## config.mk

```make
export PLATFORM = sky130hd
export DESIGN_NAME = acmp_top
export DESIGN_NICKNAME = d
export VERILOG_FILES = /design/src/common/acmp_pkg.sv /design/src/logic/acmp_top.sv
export SDC_FILE = /design/constraint.sdc
export NUM_CORES = 1
export LEC_CHECK = 0
export BUFFER_PORTS_ARGS = -buffer_cell sky130_fd_sc_hd__buf_4
export CORE_MARGIN = 5
export CORE_UTILIZATION = 47
export CTS_CLUSTER_DIAMETER = 150
export CTS_CLUSTER_SIZE = 24
export DETAILED_ROUTE_END_ITERATION = 12
export PLACE_DENSITY = 0.8
export SLEW_MARGIN = 25
export SYNTH_ARGS = -nofsm -noshare
export SYNTH_HDL_FRONTEND = slang
export SYNTH_SLANG_ARGS = --single-unit
```

## constraint.sdc

```tcl
create_clock -name I_MCLK -period 1.6 [get_ports I_MCLK]
set_input_delay 0.16 -clock I_MCLK [delete_from_list [all_inputs] [get_ports I_MCLK]]
set_output_delay 0.16 -clock I_MCLK [all_outputs]
set_load 0.01 [all_outputs]
```

## src/common/acmp_pkg.sv

```systemverilog
// Package for the dual analog comparator control block
package acmp_pkg;
  // ==========================================================
  // Register map (byte addresses, one word each)
  localparam logic [7:0] ACMP_FIRST_CTRL_OFS = 8'h00;
  localparam logic [7:0] ACMP_SECOND_CTRL_OFS = 8'h04;
  localparam logic [7:0] ACMP_SHARED_CTRL_OFS = 8'h08;
  localparam logic [7:0] ACMP_EVENT_OFS = 8'h0C;
  localparam logic [7:0] ACMP_SLEEP_OFS = 8'h10;
  // ==========================================================
  // Control register fields
  localparam int ACMP_ON_BIT = 7;
  localparam int ACMP_RESULT_BIT = 6;
  localparam int ACMP_OE_BIT = 5;
  localparam int ACMP_POL_BIT = 4;
  localparam int ACMP_SPEED_BIT = 3;
  localparam int ACMP_NINV_BIT = 2;
  localparam int ACMP_SEL_LSB = 0;
  // Shared register: mirrored results in bits 7:6
  localparam int ACMP_MIRROR1_BIT = 7;
  localparam int ACMP_MIRROR2_BIT = 6;
  // ==========================================================
  // Reset values
  localparam logic [7:0] ACMP_CTRL_RST = 8'h08;
  localparam logic [7:0] ACMP_SHARED_RST = 8'h00;
  localparam logic [7:0] ACMP_WRITABLE_MASK = 8'hBF;
  localparam logic [5:0] ACMP_SHARED_MASK = 6'h3F;
  // Four-phase system clock: counter values of phases one and three
  localparam logic [1:0] ACMP_PHASE_ONE = 2'h0;
  localparam logic [1:0] ACMP_PHASE_THREE = 2'h2;

  typedef struct packed {
    logic on;
    logic oe;
    logic pol;
    logic speed;
    logic ninv;
    logic [1:0] sel;
  } acmp_ctrl_t;

  typedef enum logic [1:0] {
    ACMP_IDLE = 2'b01,
    ACMP_ACCESS = 2'b10
  } acmp_apb_state_t;
endpackage

```

## src/logic/acmp_top.sv

```systemverilog
// Dual analog comparator control logic with an APB register port
`timescale 1ns/1ps
// Behaviour
// - Raw comparator output is high when the plus input exceeds the minus input while the comparator is on.
// - The on bit enables a comparator; clear puts it in lowest current.
// - A two-bit field routes one of four pins to the inverting input.
// - A disabled first comparator feeds zero to the change detector.
// - Change latches are clocked on phases one and three of four.
// - In sleep the phase-one enable of the sampling latch is held high.
// - Each comparator has a control register; the second has a shared one.
// - Reference latch loads on the next phase three after a control access; sampler each phase one; mismatch edge sets the flag.
// - Polarity inverts the result; when off the result equals polarity.
// - Pin is driven only with output enable, direction clear and on.
// - Reset returns all control registers to reset values, comparators off.
module acmp_top
  import acmp_pkg::*;
(
  input wire logic I_MCLK,
  input wire logic I_RSTN,
  input wire logic I_PSEL,
  input wire logic I_PENABLE,
  input wire logic I_PWRITE,
  input wire logic [7:0] I_PADDR,
  input wire logic [31:0] I_PWDATA,
  output logic [31:0] O_PRDATA,
  output logic O_PREADY,
  output logic O_PSLVERR,
  input wire logic [1:0] I_CMP_RAW,
  input wire logic I_SLEEP,
  input wire logic [1:0] I_PIN_DIRECTION,
  output logic [1:0] O_COMPARATOR_ON,
  output logic [1:0] O_SPEED_SELECT,
  output logic [1:0] O_NONINVERTING_SOURCE_SELECT,
  output logic [3:0] O_INVERTING_INPUT_SELECT_1,
  output logic [3:0] O_INVERTING_INPUT_SELECT_2,
  output logic [1:0] O_CMP_PIN_O,
  output logic [1:0] O_CMP_PIN_OE,
  output logic [1:0] O_COMPARATOR_EVENT_FLAG
);
  // ==========================================================
  // Control registers
  acmp_ctrl_t ctrl_q [2];
  logic [5:0] shared_q;
  logic [1:0] flag_q;
  logic [1:0] phase_q;
  logic [1:0] sync1_q, sync2_q, samp_q, ref_q, mis_q;
  logic [1:0] rd_pend_q;

  wire wr_acc = I_PSEL && I_PENABLE && I_PWRITE;
  wire rd_acc = I_PSEL && I_PENABLE && !I_PWRITE;
  wire acc = I_PSEL && I_PENABLE;
  wire hit_c1 = I_PADDR == ACMP_FIRST_CTRL_OFS;
  wire hit_c2 = I_PADDR == ACMP_SECOND_CTRL_OFS;
  wire hit_sh = I_PADDR == ACMP_SHARED_CTRL_OFS;
  wire hit_ev = I_PADDR == ACMP_EVENT_OFS;
  wire hit_sl = I_PADDR == ACMP_SLEEP_OFS;
  wire mapped = hit_c1 | hit_c2 | hit_sh | hit_ev | hit_sl;
  wire [1:0] ctrl_hit = {hit_c2, hit_c1};
  wire phase_one = phase_q == ACMP_PHASE_ONE;
  wire phase_three = phase_q == ACMP_PHASE_THREE;

  // Single-cycle APB slave; unmapped addresses answer with an error
  assign O_PREADY = 1'b1;
  assign O_PSLVERR = acc && !mapped;

  // ==========================================================
  // Four-phase system clock
  // phase counter
  always_ff @(posedge I_MCLK or negedge I_RSTN) begin
    if (!I_RSTN) begin
      phase_q <= 2'h0;
    end else begin
      phase_q <= phase_q + 2'h1;
    end
  end

  // ==========================================================
  // Per-comparator logic
  logic [1:0] result;
  genvar g;
  generate
    for (g = 0; g < 2; g++) begin : g_cmp
      always_ff @(posedge I_MCLK or negedge I_RSTN) begin
        if (!I_RSTN) begin
          sync1_q[g] <= 1'b0;
          sync2_q[g] <= 1'b0;
        end else begin
          sync1_q[g] <= I_CMP_RAW[g];
          sync2_q[g] <= sync1_q[g];
        end
      end
      assign result[g] = ctrl_q[g].on ? (sync2_q[g] ^ ctrl_q[g].pol)
                                      : ctrl_q[g].pol;
      // first comparator forced to zero when off
      wire det_in = (g == 0 && !ctrl_q[g].on) ? 1'b0 : result[g];
      wire samp_en = phase_one || I_SLEEP;
      // reference latch load on phase three after access
      wire ref_en = phase_three && rd_pend_q[g];
      always_ff @(posedge I_MCLK or negedge I_RSTN) begin
        if (!I_RSTN) begin
          samp_q[g] <= 1'b0;
          ref_q[g] <= 1'b0;
          mis_q[g] <= 1'b0;
        end else begin
          if (samp_en) samp_q[g] <= det_in;
          if (ref_en) ref_q[g] <= det_in;
          mis_q[g] <= samp_q[g] ^ ref_q[g];
        end
      end
      wire mis_rise = (samp_q[g] ^ ref_q[g]) && !mis_q[g];
      wire flag_clr = wr_acc && hit_ev && !I_PWDATA[g];
      wire flag_set = wr_acc && hit_ev && I_PWDATA[g];
      always_ff @(posedge I_MCLK or negedge I_RSTN) begin
        if (!I_RSTN) begin
          flag_q[g] <= 1'b0;
        end else if (mis_rise || flag_set) begin
          flag_q[g] <= 1'b1;
        end else if (flag_clr) begin
          flag_q[g] <= 1'b0;
        end
      end
      // Pending reference load, held until the next phase three
      always_ff @(posedge I_MCLK or negedge I_RSTN) begin
        if (!I_RSTN) begin
          rd_pend_q[g] <= 1'b0;
        end else if (acc && ctrl_hit[g]) begin
          rd_pend_q[g] <= 1'b1;
        end else if (phase_three) begin
          rd_pend_q[g] <= 1'b0;
        end
      end
      always_ff @(posedge I_MCLK or negedge I_RSTN) begin
        if (!I_RSTN) begin
          ctrl_q[g] <= '{on: ACMP_CTRL_RST[ACMP_ON_BIT],
                         oe: ACMP_CTRL_RST[ACMP_OE_BIT],
                         pol: ACMP_CTRL_RST[ACMP_POL_BIT],
                         speed: ACMP_CTRL_RST[ACMP_SPEED_BIT],
                         ninv: ACMP_CTRL_RST[ACMP_NINV_BIT],
                         sel: ACMP_CTRL_RST[1:0]};
        end else if (wr_acc && ctrl_hit[g]) begin
          ctrl_q[g] <= '{on: I_PWDATA[ACMP_ON_BIT],
                         oe: I_PWDATA[ACMP_OE_BIT],
                         pol: I_PWDATA[ACMP_POL_BIT],
                         speed: I_PWDATA[ACMP_SPEED_BIT],
                         ninv: I_PWDATA[ACMP_NINV_BIT],
                         sel: I_PWDATA[ACMP_SEL_LSB +: 2]};
        end
      end
      assign O_COMPARATOR_ON[g] = ctrl_q[g].on;
      assign O_SPEED_SELECT[g] = ctrl_q[g].speed;
      assign O_NONINVERTING_SOURCE_SELECT[g] = ctrl_q[g].ninv;
      always_ff @(posedge I_MCLK or negedge I_RSTN) begin
        if (!I_RSTN) begin
          O_CMP_PIN_O[g] <= 1'b0;
          O_CMP_PIN_OE[g] <= 1'b0;
        end else begin
          O_CMP_PIN_O[g] <= result[g];
          O_CMP_PIN_OE[g] <= ctrl_q[g].oe && !I_PIN_DIRECTION[g]
                             && ctrl_q[g].on;
        end
      end
    end
  endgenerate

  assign O_INVERTING_INPUT_SELECT_1 = 4'h1 << ctrl_q[0].sel;
  assign O_INVERTING_INPUT_SELECT_2 = 4'h1 << ctrl_q[1].sel;
  assign O_COMPARATOR_EVENT_FLAG = flag_q;

  // ==========================================================
  // Shared register (timer interaction bits kept as storage)
  always_ff @(posedge I_MCLK or negedge I_RSTN) begin
    if (!I_RSTN) begin
      shared_q <= ACMP_SHARED_RST[5:0];
    end else if (wr_acc && hit_sh) begin
      shared_q <= I_PWDATA[5:0] & ACMP_SHARED_MASK;
    end
  end

  // ==========================================================
  // Read data
  function automatic logic [7:0] ctrl_word(acmp_ctrl_t c, logic r);
    ctrl_word = {c.on, r, c.oe, c.pol, c.speed, c.ninv, c.sel};
  endfunction
  wire [7:0] c1_rd = ctrl_word(ctrl_q[0], result[0]);
  wire [7:0] c2_rd = ctrl_word(ctrl_q[1], result[1]);
  wire [7:0] sh_rd = {result[0], result[1], shared_q};
  wire [7:0] rd_mux = hit_c1 ? c1_rd : hit_c2 ? c2_rd : hit_sh ? sh_rd :
                      hit_ev ? {6'h00, flag_q} :
                      hit_sl ? {7'h00, I_SLEEP} : 8'h00;
  always_ff @(posedge I_MCLK or negedge I_RSTN) begin
    if (!I_RSTN) begin
      O_PRDATA <= 32'h0000_0000;
    end else if (I_PSEL && !I_PENABLE && !I_PWRITE) begin
      O_PRDATA <= {24'h00_0000, rd_mux};
    end
  end

  // ==========================================================
  // Checks
  property p_off_level;
    @(posedge I_MCLK) disable iff (!I_RSTN)
      !ctrl_q[0].on |-> result[0] == ctrl_q[0].pol;
  endproperty
  a_off_level: assert property (p_off_level)
    else $error("off level");
  property p_pin_gate;
    @(posedge I_MCLK) disable iff (!I_RSTN)
      O_CMP_PIN_OE[0] |->
        $past(ctrl_q[0].on && ctrl_q[0].oe && !I_PIN_DIRECTION[0]);
  endproperty
  a_pin_gate: assert property (p_pin_gate)
    else $error("pin driven while gated");
  property p_flag_set;
    @(posedge I_MCLK) disable iff (!I_RSTN)
      (samp_q[0] != ref_q[0]) && !mis_q[0] |=> flag_q[0];
  endproperty
  a_flag_set: assert property (p_flag_set)
    else $error("mismatch flag missed");
  // Clear only sticks when no new mismatch edge arrives with it
  property p_flag_clr;
    @(posedge I_MCLK) disable iff (!I_RSTN)
      wr_acc && hit_ev && !I_PWDATA[0]
        && !((samp_q[0] ^ ref_q[0]) && !mis_q[0]) |=> !flag_q[0];
  endproperty
  a_flag_clr: assert property (p_flag_clr)
    else $error("event flag not cleared");
  property p_sleep_samp;
    @(posedge I_MCLK) disable iff (!I_RSTN)
      I_SLEEP && ctrl_q[1].on |=> samp_q[1] == $past(result[1]);
  endproperty
  a_sleep_samp: assert property (p_sleep_samp)
    else $error("sampler not transparent in sleep");
  property p_sync;
    @(posedge I_MCLK) disable iff (!I_RSTN)
      I_CMP_RAW[0] ##1 I_CMP_RAW[0] |=> sync2_q[0];
  endproperty
  a_sync: assert property (p_sync)
    else $error("synchroniser latency wrong");
  property p_zero_det;
    @(posedge I_MCLK) disable iff (!I_RSTN)
      !ctrl_q[0].on && phase_one ##1 !ctrl_q[0].on |-> !samp_q[0];
  endproperty
  a_zero_det: assert property (p_zero_det)
    else $error("detector input not zero");
  property p_phase;
    @(posedge I_MCLK) disable iff (!I_RSTN)
      phase_one |-> ##2 phase_three;
  endproperty
  a_phase: assert property (p_phase)
    else $error("phase order wrong");
  property p_write;
    @(posedge I_MCLK) disable iff (!I_RSTN)
      wr_acc && hit_c2 |=> ctrl_q[1].on == $past(I_PWDATA[ACMP_ON_BIT]);
  endproperty
  a_write: assert property (p_write)
    else $error("on bit not written");
  c_flag: cover property (@(posedge I_MCLK) $rose(flag_q[0]));
  c_pin: cover property (@(posedge I_MCLK) $rose(O_CMP_PIN_OE[0]));
  c_sleep: cover property (@(posedge I_MCLK) I_SLEEP && $rose(samp_q[1]));
endmodule // acmp_top

```

==> out/metrics.csv, run 1 <==
stage,metric,value,unit
place,number of port buffers,53,
drt,initial detailed-routing violation count,66,
yosys,mapped cell area,0.00235,mm2
run_status,status,finished clean,
die,Initial Util,49.2,%
critical_path,kind of critical path,in -> reg,
sta,Final period util,97.6,%
drt,DRC,0,
critical_path,Worst setup EP type,flop,
critical_path,startpoint types,primary input,
clocking,Root Buffer,clkbuf_8,
drt,vias per inst,4.75,
drt,routed wire length,4980,um
critical_path,worst-path fanout max,6,
global_routing,largest net degree at the start of global routing,49,
clocking,Max clock buf depth,2,
yosys,library cells used by synthesis,35,
sta,Period minus WS final,1.56,ns
place,HPWL Detailed,3730,um
clocking,clock-pin slew of the registers on the worst-case setup and hold paths,0.08,ns
hold_path,Hold WC Path Type,in -> reg,
global_routing,first-pass GRT wire length,8000,um
sta,Worst-Margin Slew,0.602,ns
clocking,Inserted Clock Buffers,5,
sta,Worst Clk Skew,0.00421,ns
yosys,Synth Warn #,0,
sta,Final Max Tran Viols,0,
critical_path,R2R Setup Slk,0.27,ns
drt,DRT antenna net count,0,
cells_and_area,fin cells,339,
cells_and_area,most frequent cells in the layout,"buf_4 (56), dfrtp_1 (46), conb_1 (25)",
sta,unrepaired setup endpoints after global routing,true,
cells_and_area,nets@finish,323,
power_and_ir_drop,Lkg Pwr,1.47,nW
cells_and_area,share of layout cells above drive strength 1,34.9,%
cells_and_area,Layout area overhead,21.7,%
sta,Slew headroom,59.9,%
power_and_ir_drop,Pwr Total,2.24,mW
clocking,CTS tree,done,
cells_and_area,Util after Layout,59.9,%
global_routing,antenna violations before repair,0,
yosys,Mapped Cells,215,
die,die height,80.8,um
die,Core Region,0.00479,mm2
place,placed cells,326,
die,area of the die,0.00652,mm2
global_routing,Overflow after GRT,0,
drt,DR vias,1611,
cells_and_area,"commonest non-fill, non-tap cell in the layout",buf_4,
die,Die X,80.8,um
place,GP Congestion,0.763,
sta,Final setup viols,0,
sta,Final Hold Viols,0,
clocking,clock sink count,48,
yosys,synthesized area per cell,10.9,um2
yosys,Seq cells post-synth,48,
global_routing,Total GRT Usage,16.4,%
cells_and_area,Fill cells,423,
clocking,worst skew pair latency,0.30,ns
power_and_ir_drop,PwrDens,781,mW/mm2
die,IO Pins,104,
power_and_ir_drop,Peak VDD IR,541,uV
die,site row count,25,
drt,DRT Pass-1 Iters,4,
run,max_cap viols,0,
critical_path,Critical Path AT,1.75,ns
clocking,H-tree Lvls,2,
sta,fmax,640,MHz
cells_and_area,Antenna Cells,0,
yosys,register area share after synthesis,51.1,%
drt,Routed wire per std cell,14.7,um
critical_path,CP Data Required Time,1.79,ns
global_routing,vias in the first global route,1624,
==> path summary, 6_finish.rpt <==
kind / start / end / cells after the start
setup / recovery: I_PADDR[7] / shared_q[3]$_DFFE_PN0P_ / 5
hold / removal: I_PWDATA[7] / O_COMPARATOR_ON[1]$_DFFE_PN0P_ / 2
setup reg to reg: O_COMPARATOR_ON[1]$_DFFE_PN0P_ / samp_q[1]$_DFFE_PN0P_ / 4
hold reg to reg: sync1_q[0]$_DFF_PN0_ / sync2_q[0]$_DFF_PN0_ / 0
max in group asynchronous: I_RSTN / shared_q[1]$_DFFE_PN0P_ / 2
min in group asynchronous: I_RSTN / O_PRDATA[3]$_DFFE_PN0P_ / 2
==> cell type report <==
| type | count | area (um2) | share of cell area (%) |
|---|---|---|---|
| timing repair buffer | 61 | 470 | 16.4 |
| tap | 67 | 83.8 | 2.93 |
| sequential | 48 | 1200 | 42.0 |
| multi-input combinational | 145 | 970 | 33.8 |
| clock buffer | 8 | 100 | 3.49 |
| inverter | 10 | 37.5 | 1.31 |
==> worst max-delay path, stage by stage <==
cell     delay (ns)
buf_4          0.11
or4_4          0.55
nor3_4         0.33
nand4_2        0.27
mux2_2         0.34
==> synth_stat cells <==
cell / number / area share [%]
a31oi_1: 2 / 0.53
or3b_2: 1 / 0.37
dfrtp_1: 46 / 49
conb_1: 2 / 0.32
and2_1: 3 / 0.80
nand3_1: 1 / 0.21
nor2b_1: 9 / 2.4
nor2_1: 17 / 2.7
nor3_4: 1 / 0.69
and2_0: 1 / 0.27
a2bb2oi_1: 1 / 0.37
mux4_2: 1 / 0.96
nand4_2: 3 / 1.6
buf_4: 31 / 9.9
buf_1: 1 / 0.16
xnor2_1: 1 / 0.37
o32ai_1: 1 / 0.37
xor2_1: 3 / 1.1
or4_4: 1 / 0.48
mux2_2: 21 / 10
ha_1: 2 / 1.1
clkbuf_1: 3 / 0.48
nand2b_1: 1 / 0.27
mux2i_1: 6 / 2.6
inv_1: 10 / 1.6
and4_1: 1 / 0.37
nand2_1: 19 / 3.0
o21ai_0: 10 / 2.1
or2_2: 1 / 0.27
dfstp_2: 2 / 2.2
a21oi_1: 6 / 1.3
o22ai_1: 3 / 0.80
a32o_1: 1 / 0.43
o31ai_1: 2 / 0.64
a21boi_0: 1 / 0.32
==> where the power goes <==
part,total [mW],internal [mW],switching (mW)
sequential,1.24,1.23,0.0115
combinational,0.217,0.0908,0.127
clock,0.777,0.395,0.383
==> metrics by stage <==
stage / hold slack, ns / area, um2 / setup slack (ns) / setup TNS [ns]
after floorplan: -0.136 / 2440 / 0.00410 / 0
after CTS: 0.0939 / 2860 / 0.0122 / 0
after detailed placement: 0.209 / 2700 / -0.341 / -6.62
final: 0.101 / 2870 / 0.0376 / 0
after global routing: 0.0968 / 2870 / -0.0230 / -0.0921
after global placement: 0.204 / 2700 / -0.269 / -5.09
==> sequential cells by signal, indices dropped and copies added (netlist names) <==
| register | count |
|---|---|
| O_CMP_PIN_OE | 2 |
| O_COMPARATOR_EVENT_FLAG | 2 |
| c2_rd | 4 |
| phase_q | 2 |
| sync1_q | 2 |
| rd_pend_q | 2 |
| mis_q | 2 |
| samp_q | 2 |
| shared_q | 6 |
| O_PRDATA | 8 |
| O_SPEED_SELECT | 2 |
| sync2_q | 2 |
| O_NONINVERTING_SOURCE_SELECT | 2 |
| O_COMPARATOR_ON | 2 |
| O_CMP_PIN_O | 2 |
| c1_rd | 4 |
| ref_q | 2 |
==> kinds of logic (layout without fill, tap and decap cells) <==
logic type,after synthesis,after routing,share of synthesized area [%]
AO/OA/AOI/OAI,27,27,6.86
XOR/XNOR,4,4,1.49
adder cells (fa/ha/maj),2,2,1.06
buffers and inverters,45,79,12.1
flip-flops,48,48,51.1
multiplexers,28,28,13.6
other,2,25,0.319
AND/OR/NAND/NOR,59,59,13.5
==> repair_timing <==
action / in CTS / in global routing
hold buffers: 5 / 0
buffers inserted: 0 / 0
hold endpoints to repair: 50 / 0
endpoints found under the setup margin: 4 / 6
resized for setup: 1 / 3
gates cloned: 0 / 0
==> per-layer routing <==
metal / routed length, um / part of all wire [%] / up-vias / track usage, %
li1: - / - / 774 / -
met1: 2120 / 42 / 761 / 21.8
met2: 2350 / 47 / 70 / 25.7
met3: 452 / 9.1 / 6 / 4.32
met4: 62 / 1.2 / 0 / 6.59
met5: 0 / 0 / - / 0
No activity file was read; power rests on OpenSTA's default activity.
==> run 2, diff against run 1 <==
- BUFFER_PORTS_ARGS: -buffer_cell sky130_fd_sc_hd__buf_4 -> default
- CORE_UTILIZATION: 47 -> 58
- DONT_BUFFER_PORTS: default -> 1
- PLACE_DENSITY: 0.8 -> 0.74
==> run 2 against run 1 <==
Compared with the run above: die area shrank 17%; non-clock buffer count shrank 36; critical path depth shrank 1; global-route usage grew 1.8 points; clock skew grew 0.0025 ns; count of clock-buffer cells in the layout is the same; first-iteration DRC count shrank 30%.
==> out/metrics.csv, run 2 (synthesis gave the netlist of run 1 again) <==
stage,metric,value,unit
run_status,status,finished clean,
power_and_ir_drop,Lkg Pwr,1.29,nW
clocking,CTS tree,done,
power_and_ir_drop,Peak VDD IR,602,uV
sta,Period minus WS final,1.41,ns
cells_and_area,"commonest non-fill, non-tap cell in the layout",dfrtp_1,
power_and_ir_drop,Seq pwr share,58.2,%
sta,Final setup viols,0,
sta,Worst Clk Skew,0.00670,ns
power_and_ir_drop,sw frac,22.7,%
sta,unrepaired setup endpoints after global routing,false,
die,IO Pins,104,
global_routing,antenna violations before repair,0,
hold_path,Hold WC Path Type,in -> reg,
die,Initial Util,59.3,%
critical_path,kind of critical path,in -> reg,
sta,setup TNS,0,ns
power_and_ir_drop,Net Sw Power,485,uW
drt,DR vias,1505,
cells_and_area,Util after Layout,65.3,%
global_routing,Total GRT Usage,18.2,%
cells_and_area,most frequent cells in the layout,"dfrtp_1 (46), conb_1 (25), mux2_2 (21)",
run,max_cap viols,0,
power_and_ir_drop,part of the power in combinational logic,7.6,%
critical_path,CP Data Required Time,1.78,ns
clocking,clock-pin slew of the registers on the worst-case setup and hold paths,0.07,ns
drt,initial detailed-routing violation count,46,
sta,Final period util,88.2,%
cells_and_area,Layout area overhead,10.3,%
clocking,H-tree Lvls,2,
global_routing,first-pass GRT wire length,7250,um
cells_and_area,nets@finish,287,
power_and_ir_drop,PwrDens,824,mW/mm2
power_and_ir_drop,Pint,1.65,mW
global_routing,vias in the first global route,1472,
global_routing,Overflow after GRT,0,
clocking,Inserted Clock Buffers,5,
die,site row count,23,
place,number of port buffers,0,
sta,Final Hold Viols,0,
cells_and_area,fin cells,286,
cells_and_area,max FFs per register,8,
drt,Routed wire per std cell,16.2,um
clocking,Max clock buf depth,2,
place,placed cells,260,
power_and_ir_drop,clock share of power,34.2,%
cells_and_area,Antenna Cells,0,
drt,DRT Pass-1 Iters,4,
critical_path,startpoint types,primary input,
drt,vias per inst,5.26,
cells_and_area,Biggest register,O_PRDATA,
cells_and_area,share of layout cells above drive strength 1,19.1,%
die,area of the die,0.00543,mm2
cells_and_area,Fill cells,311,
drt,DRC,0,
clocking,postcts setup bufs,0,
global_routing,largest net degree at the start of global routing,49,
clocking,worst skew pair latency,0.30,ns
clocking,clock sink count,48,
sta,Min Hold Slack,0.0129,ns
clocking,Root Buffer,clkbuf_8,
cells_and_area,Largest regs,"O_PRDATA: 8 flops, shared_q: 6 flops",
place,GP Congestion,0.735,
die,Die X,73.7,um
sta,fmax,709,MHz
critical_path,worst-path fanout max,6,
die,Core Region,0.00397,mm2
place,HPWL Detailed,3340,um
sta,Final Max Tran Viols,0,
drt,DRT antenna net count,0,
power_and_ir_drop,Pwr Total,2.14,mW
die,die height,73.7,um
drt,routed wire length,4630,um
critical_path,Worst setup EP type,flop,
critical_path,Critical Path AT,1.59,ns
-- run 2: per-stage QoR --
stage                     setup slack [ns]  cell area, um2
after CTS                            0.192            2530
after global placement              -0.120            2310
after detailed placement            -0.126            2310
after floorplan                    0.00410            2440
after global routing                 0.121            2590
final                                0.189            2590
-- run 2: layer usage --
layer  GRT usage, %  vias up  wire length [um]  part of all wire, %
met3           7.39        7               502                   11
met1           22.5      740              1800                   39
li1               -      702                 -                    -
met2           28.1       56              2260                   49
met5              0        -                 0                    0
met4           7.65        0                69                  1.5
-- run 2: final cells by class --
cell class | instances | area [um2] | area share [%]
Clock buffer | 8 | 90.1 | 3.47
Multi-Input combinational cell | 145 | 951 | 36.6
Timing Repair Buffer | 25 | 250 | 9.64
Sequential cell | 48 | 1200 | 46.4
Inverter | 10 | 37.5 | 1.45
Tap cell | 50 | 62.6 | 2.41
-- run 2: timing repair --
item	CTS	global route
gates resized for setup	0	0
hold endpoints to repair	62	7
hold buffers	12	6
-- run 2: path summary, 6_finish.rpt --
path,from,cells after the start,to,slack [ns]
worst max-delay path,I_PADDR[7],4,shared_q[5]$_DFFE_PN0P_,0.19
worst max register to register,O_COMPARATOR_ON[1]$_DFFE_PN0P_,4,samp_q[1]$_DFFE_PN0P_,0.31
worst min register to register,sync1_q[1]$_DFF_PN0_,0,sync2_q[1]$_DFF_PN0_,0.35
worst min-delay path,I_PWDATA[2],1,shared_q[2]$_DFFE_PN0P_,0.01
min in group asynchronous,I_RSTN,2,phase_q[1]$_DFF_PN0_,0.35
max in group asynchronous,I_RSTN,2,O_SPEED_SELECT[0]$_DFFE_PN1P_,0.98
-- run 2: power groups by stage --
stage                     clock, mW  combinational [mW]  sequential [mW]
final                         0.731               0.163             1.25
after global routing          0.807               0.183             1.25
after CTS                     0.747               0.151             1.25
after floorplan                   0               0.139             1.26
after global placement            0              0.0935             1.27
after detailed placement          0              0.0951             1.27
-- run 2: critical path, stage by stage --
cell and delay (ns):
or4_4 0.54, nor3_4 0.25, nand4_2 0.30, mux2_2 0.35
==> run 3, diff against run 2 <==
- CELL_PAD_IN_SITES_DETAIL_PLACEMENT: default -> 0
- CELL_PAD_IN_SITES_GLOBAL_PLACEMENT: default -> 1
- CORE_UTILIZATION: 58 -> 46
- PLACE_DENSITY: 0.74 -> default
- PLACE_DENSITY_LB_ADDON: default -> 0.1
- clock period: 1.6 -> 1.5 ns (I/O delays scaled with it)
==> run 3 against run 2 <==
Compared with the run above: sequential share of layout area increased by 0.067 points; non-clock buffer count down 4; critical path depth unchanged; sequential power grew 6%; count of clock-buffer cells in the layout decreased by 1; highest routed layer unchanged; worst setup slack worse by 0.15 ns.
==> out/metrics.csv, run 3 (synthesis gave the netlist of run 1 again) <==
stage,metric,value,unit
global_routing,Overflow after GRT,0,
sta,Final period util,97.5,%
drt,routed wire length,5090,um
die,IO Pins,104,
global_routing,largest net degree at the start of global routing,49,
die,site row count,26,
global_routing,Total GRT Usage,16.5,%
cells_and_area,nets@finish,283,
sta,fmax,684,MHz
place,number of port buffers,0,
critical_path,startpoint types,primary input,
global_routing,first-pass GRT wire length,8140,um
drt,initial detailed-routing violation count,64,
global_routing,antenna violations before repair,0,
sta,Final Max Tran Viols,0,
sta,Final setup viols,0,
cells_and_area,most frequent cells in the layout,"dfrtp_1 (46), conb_1 (25), mux2_2 (21)",
cells_and_area,fin cells,301,
critical_path,Critical Path AT,1.64,ns
cells_and_area,Antenna Cells,0,
clocking,Inserted Clock Buffers,5,
sta,unrepaired setup endpoints after global routing,false,
drt,DRC,0,
power_and_ir_drop,Pwr Total,2.32,mW
die,Core Region,0.00504,mm2
clocking,H-tree Lvls,2,
drt,Routed wire per std cell,16.9,um
run,max_cap viols,0,
drt,DRT antenna net count,0,
clocking,CTS tree,done,
die,area of the die,0.00665,mm2
cells_and_area,max FFs per register,8,
clocking,clock sink count,48,
die,die height,81.5,um
die,Die X,81.5,um
cells_and_area,Largest regs,"O_PRDATA: 8 flops, shared_q: 6 flops",
cells_and_area,Layout area overhead,10.1,%
clocking,Max clock buf depth,2,
die,Initial Util,46.7,%
clocking,clock-pin slew of the registers on the worst-case setup and hold paths,0.09,ns
global_routing,vias in the first global route,1563,
place,placed cells,278,
drt,DR vias,1496,
place,placement-stage cell area,0.00232,mm2
critical_path,kind of critical path,in -> reg,
drt,DRT Pass-1 Iters,4,
hold_path,Hold WC Path Type,in -> reg,
place,GP Congestion,0.761,
sta,Period minus WS final,1.46,ns
drt,vias per inst,4.97,
power_and_ir_drop,Peak VDD IR,492,uV
critical_path,worst-path fanout max,7,
cells_and_area,share of layout cells above drive strength 1,19.0,%
cells_and_area,"commonest non-fill, non-tap cell in the layout",dfrtp_1,
sta,Min Hold Slack,0.0243,ns
cells_and_area,fin area,0.00259,mm2
run_status,status,finished clean,
clocking,Root Buffer,clkbuf_8,
power_and_ir_drop,Lkg Pwr,1.28,nW
place,HPWL Detailed,3720,um
clocking,CTS resizes,0,
critical_path,CP Data Required Time,1.68,ns
power_and_ir_drop,PwrDens,896,mW/mm2
cells_and_area,Util after Layout,51.4,%
sta,Worst Clk Skew,0.00976,ns
clocking,worst skew pair latency,0.30,ns
sta,Final Hold Viols,0,
critical_path,Worst setup EP type,flop,
cells_and_area,Biggest register,O_PRDATA,
==> run 3: layer usage <==
metal  GRT usage [%]  up-vias  share of wire, %
met2            25.7       52                48
li1                -      693                 -
met5               0        -                 0
met3            5.48        6               8.3
met1            21.2      745                42
met4            6.42        0               1.3
==> run 3: what timing repair did <==
action / CTS / global route
endpoints found under the hold margin: 71 / 2
setup buffers: 0 / 0
hold buffers: 14 / 2
endpoints found under the setup margin: 0 / 0
==> run 3: path summary, 6_finish.rpt <==
| path | slack (ns) | startpoint | depth (start not counted) | endpoint |
|---|---|---|---|---|
| setup / recovery | 0.04 | I_PADDR[7] | 4 | O_NONINVERTING_SOURCE_SELECT[1]$_DFFE_PN0P_ |
| hold / removal | 0.02 | I_PWDATA[0] | 2 | O_COMPARATOR_EVENT_FLAG[0]$_DFFE_PN0P_ |
| setup reg to reg | 0.21 | O_COMPARATOR_ON[1]$_DFFE_PN0P_ | 4 | O_PRDATA[6]$_DFFE_PN0P_ |
| hold reg to reg | 0.35 | sync1_q[0]$_DFF_PN0_ | 0 | sync2_q[0]$_DFF_PN0_ |
| max in group asynchronous | 0.86 | I_RSTN | 2 | O_SPEED_SELECT[1]$_DFFE_PN1P_ |
| min in group asynchronous | 0.36 | I_RSTN | 2 | O_PRDATA[7]$_DFFE_PN0P_ |
==> run 3: worst max-delay path: stages <==
cell and delay, ns:
or4_4 0.54, nor3_4 0.23, nand4_2 0.34, mux2_2 0.38
==> run 3: report_power, final <==
part,internal (mW),total (mW),switching (mW)
Clock,0.411,0.816,0.405
Sequential,1.31,1.33,0.0142
Combinational,0.0726,0.178,0.105
Total,1.80,2.32,0.525
==> run 3: final cells by class <==
class | instances | area, um2
fill | 483 | 2450
tap | 70 | 87.6
inverter | 10 | 37.5
clock buffer | 7 | 96.3
timing repair buffer | 21 | 215
multi-input combinational | 145 | 951
sequential | 48 | 1200
==> run 3: metrics by stage <==
stage | TNS [ns] | setup slack (ns)
global route | 0 | 0.00587
global placement | -4.94 | -0.262
finish | 0 | 0.0373
detailed placement | -5.43 | -0.271
CTS | 0 | 0.0535
floorplan | -1.46 | -0.0859
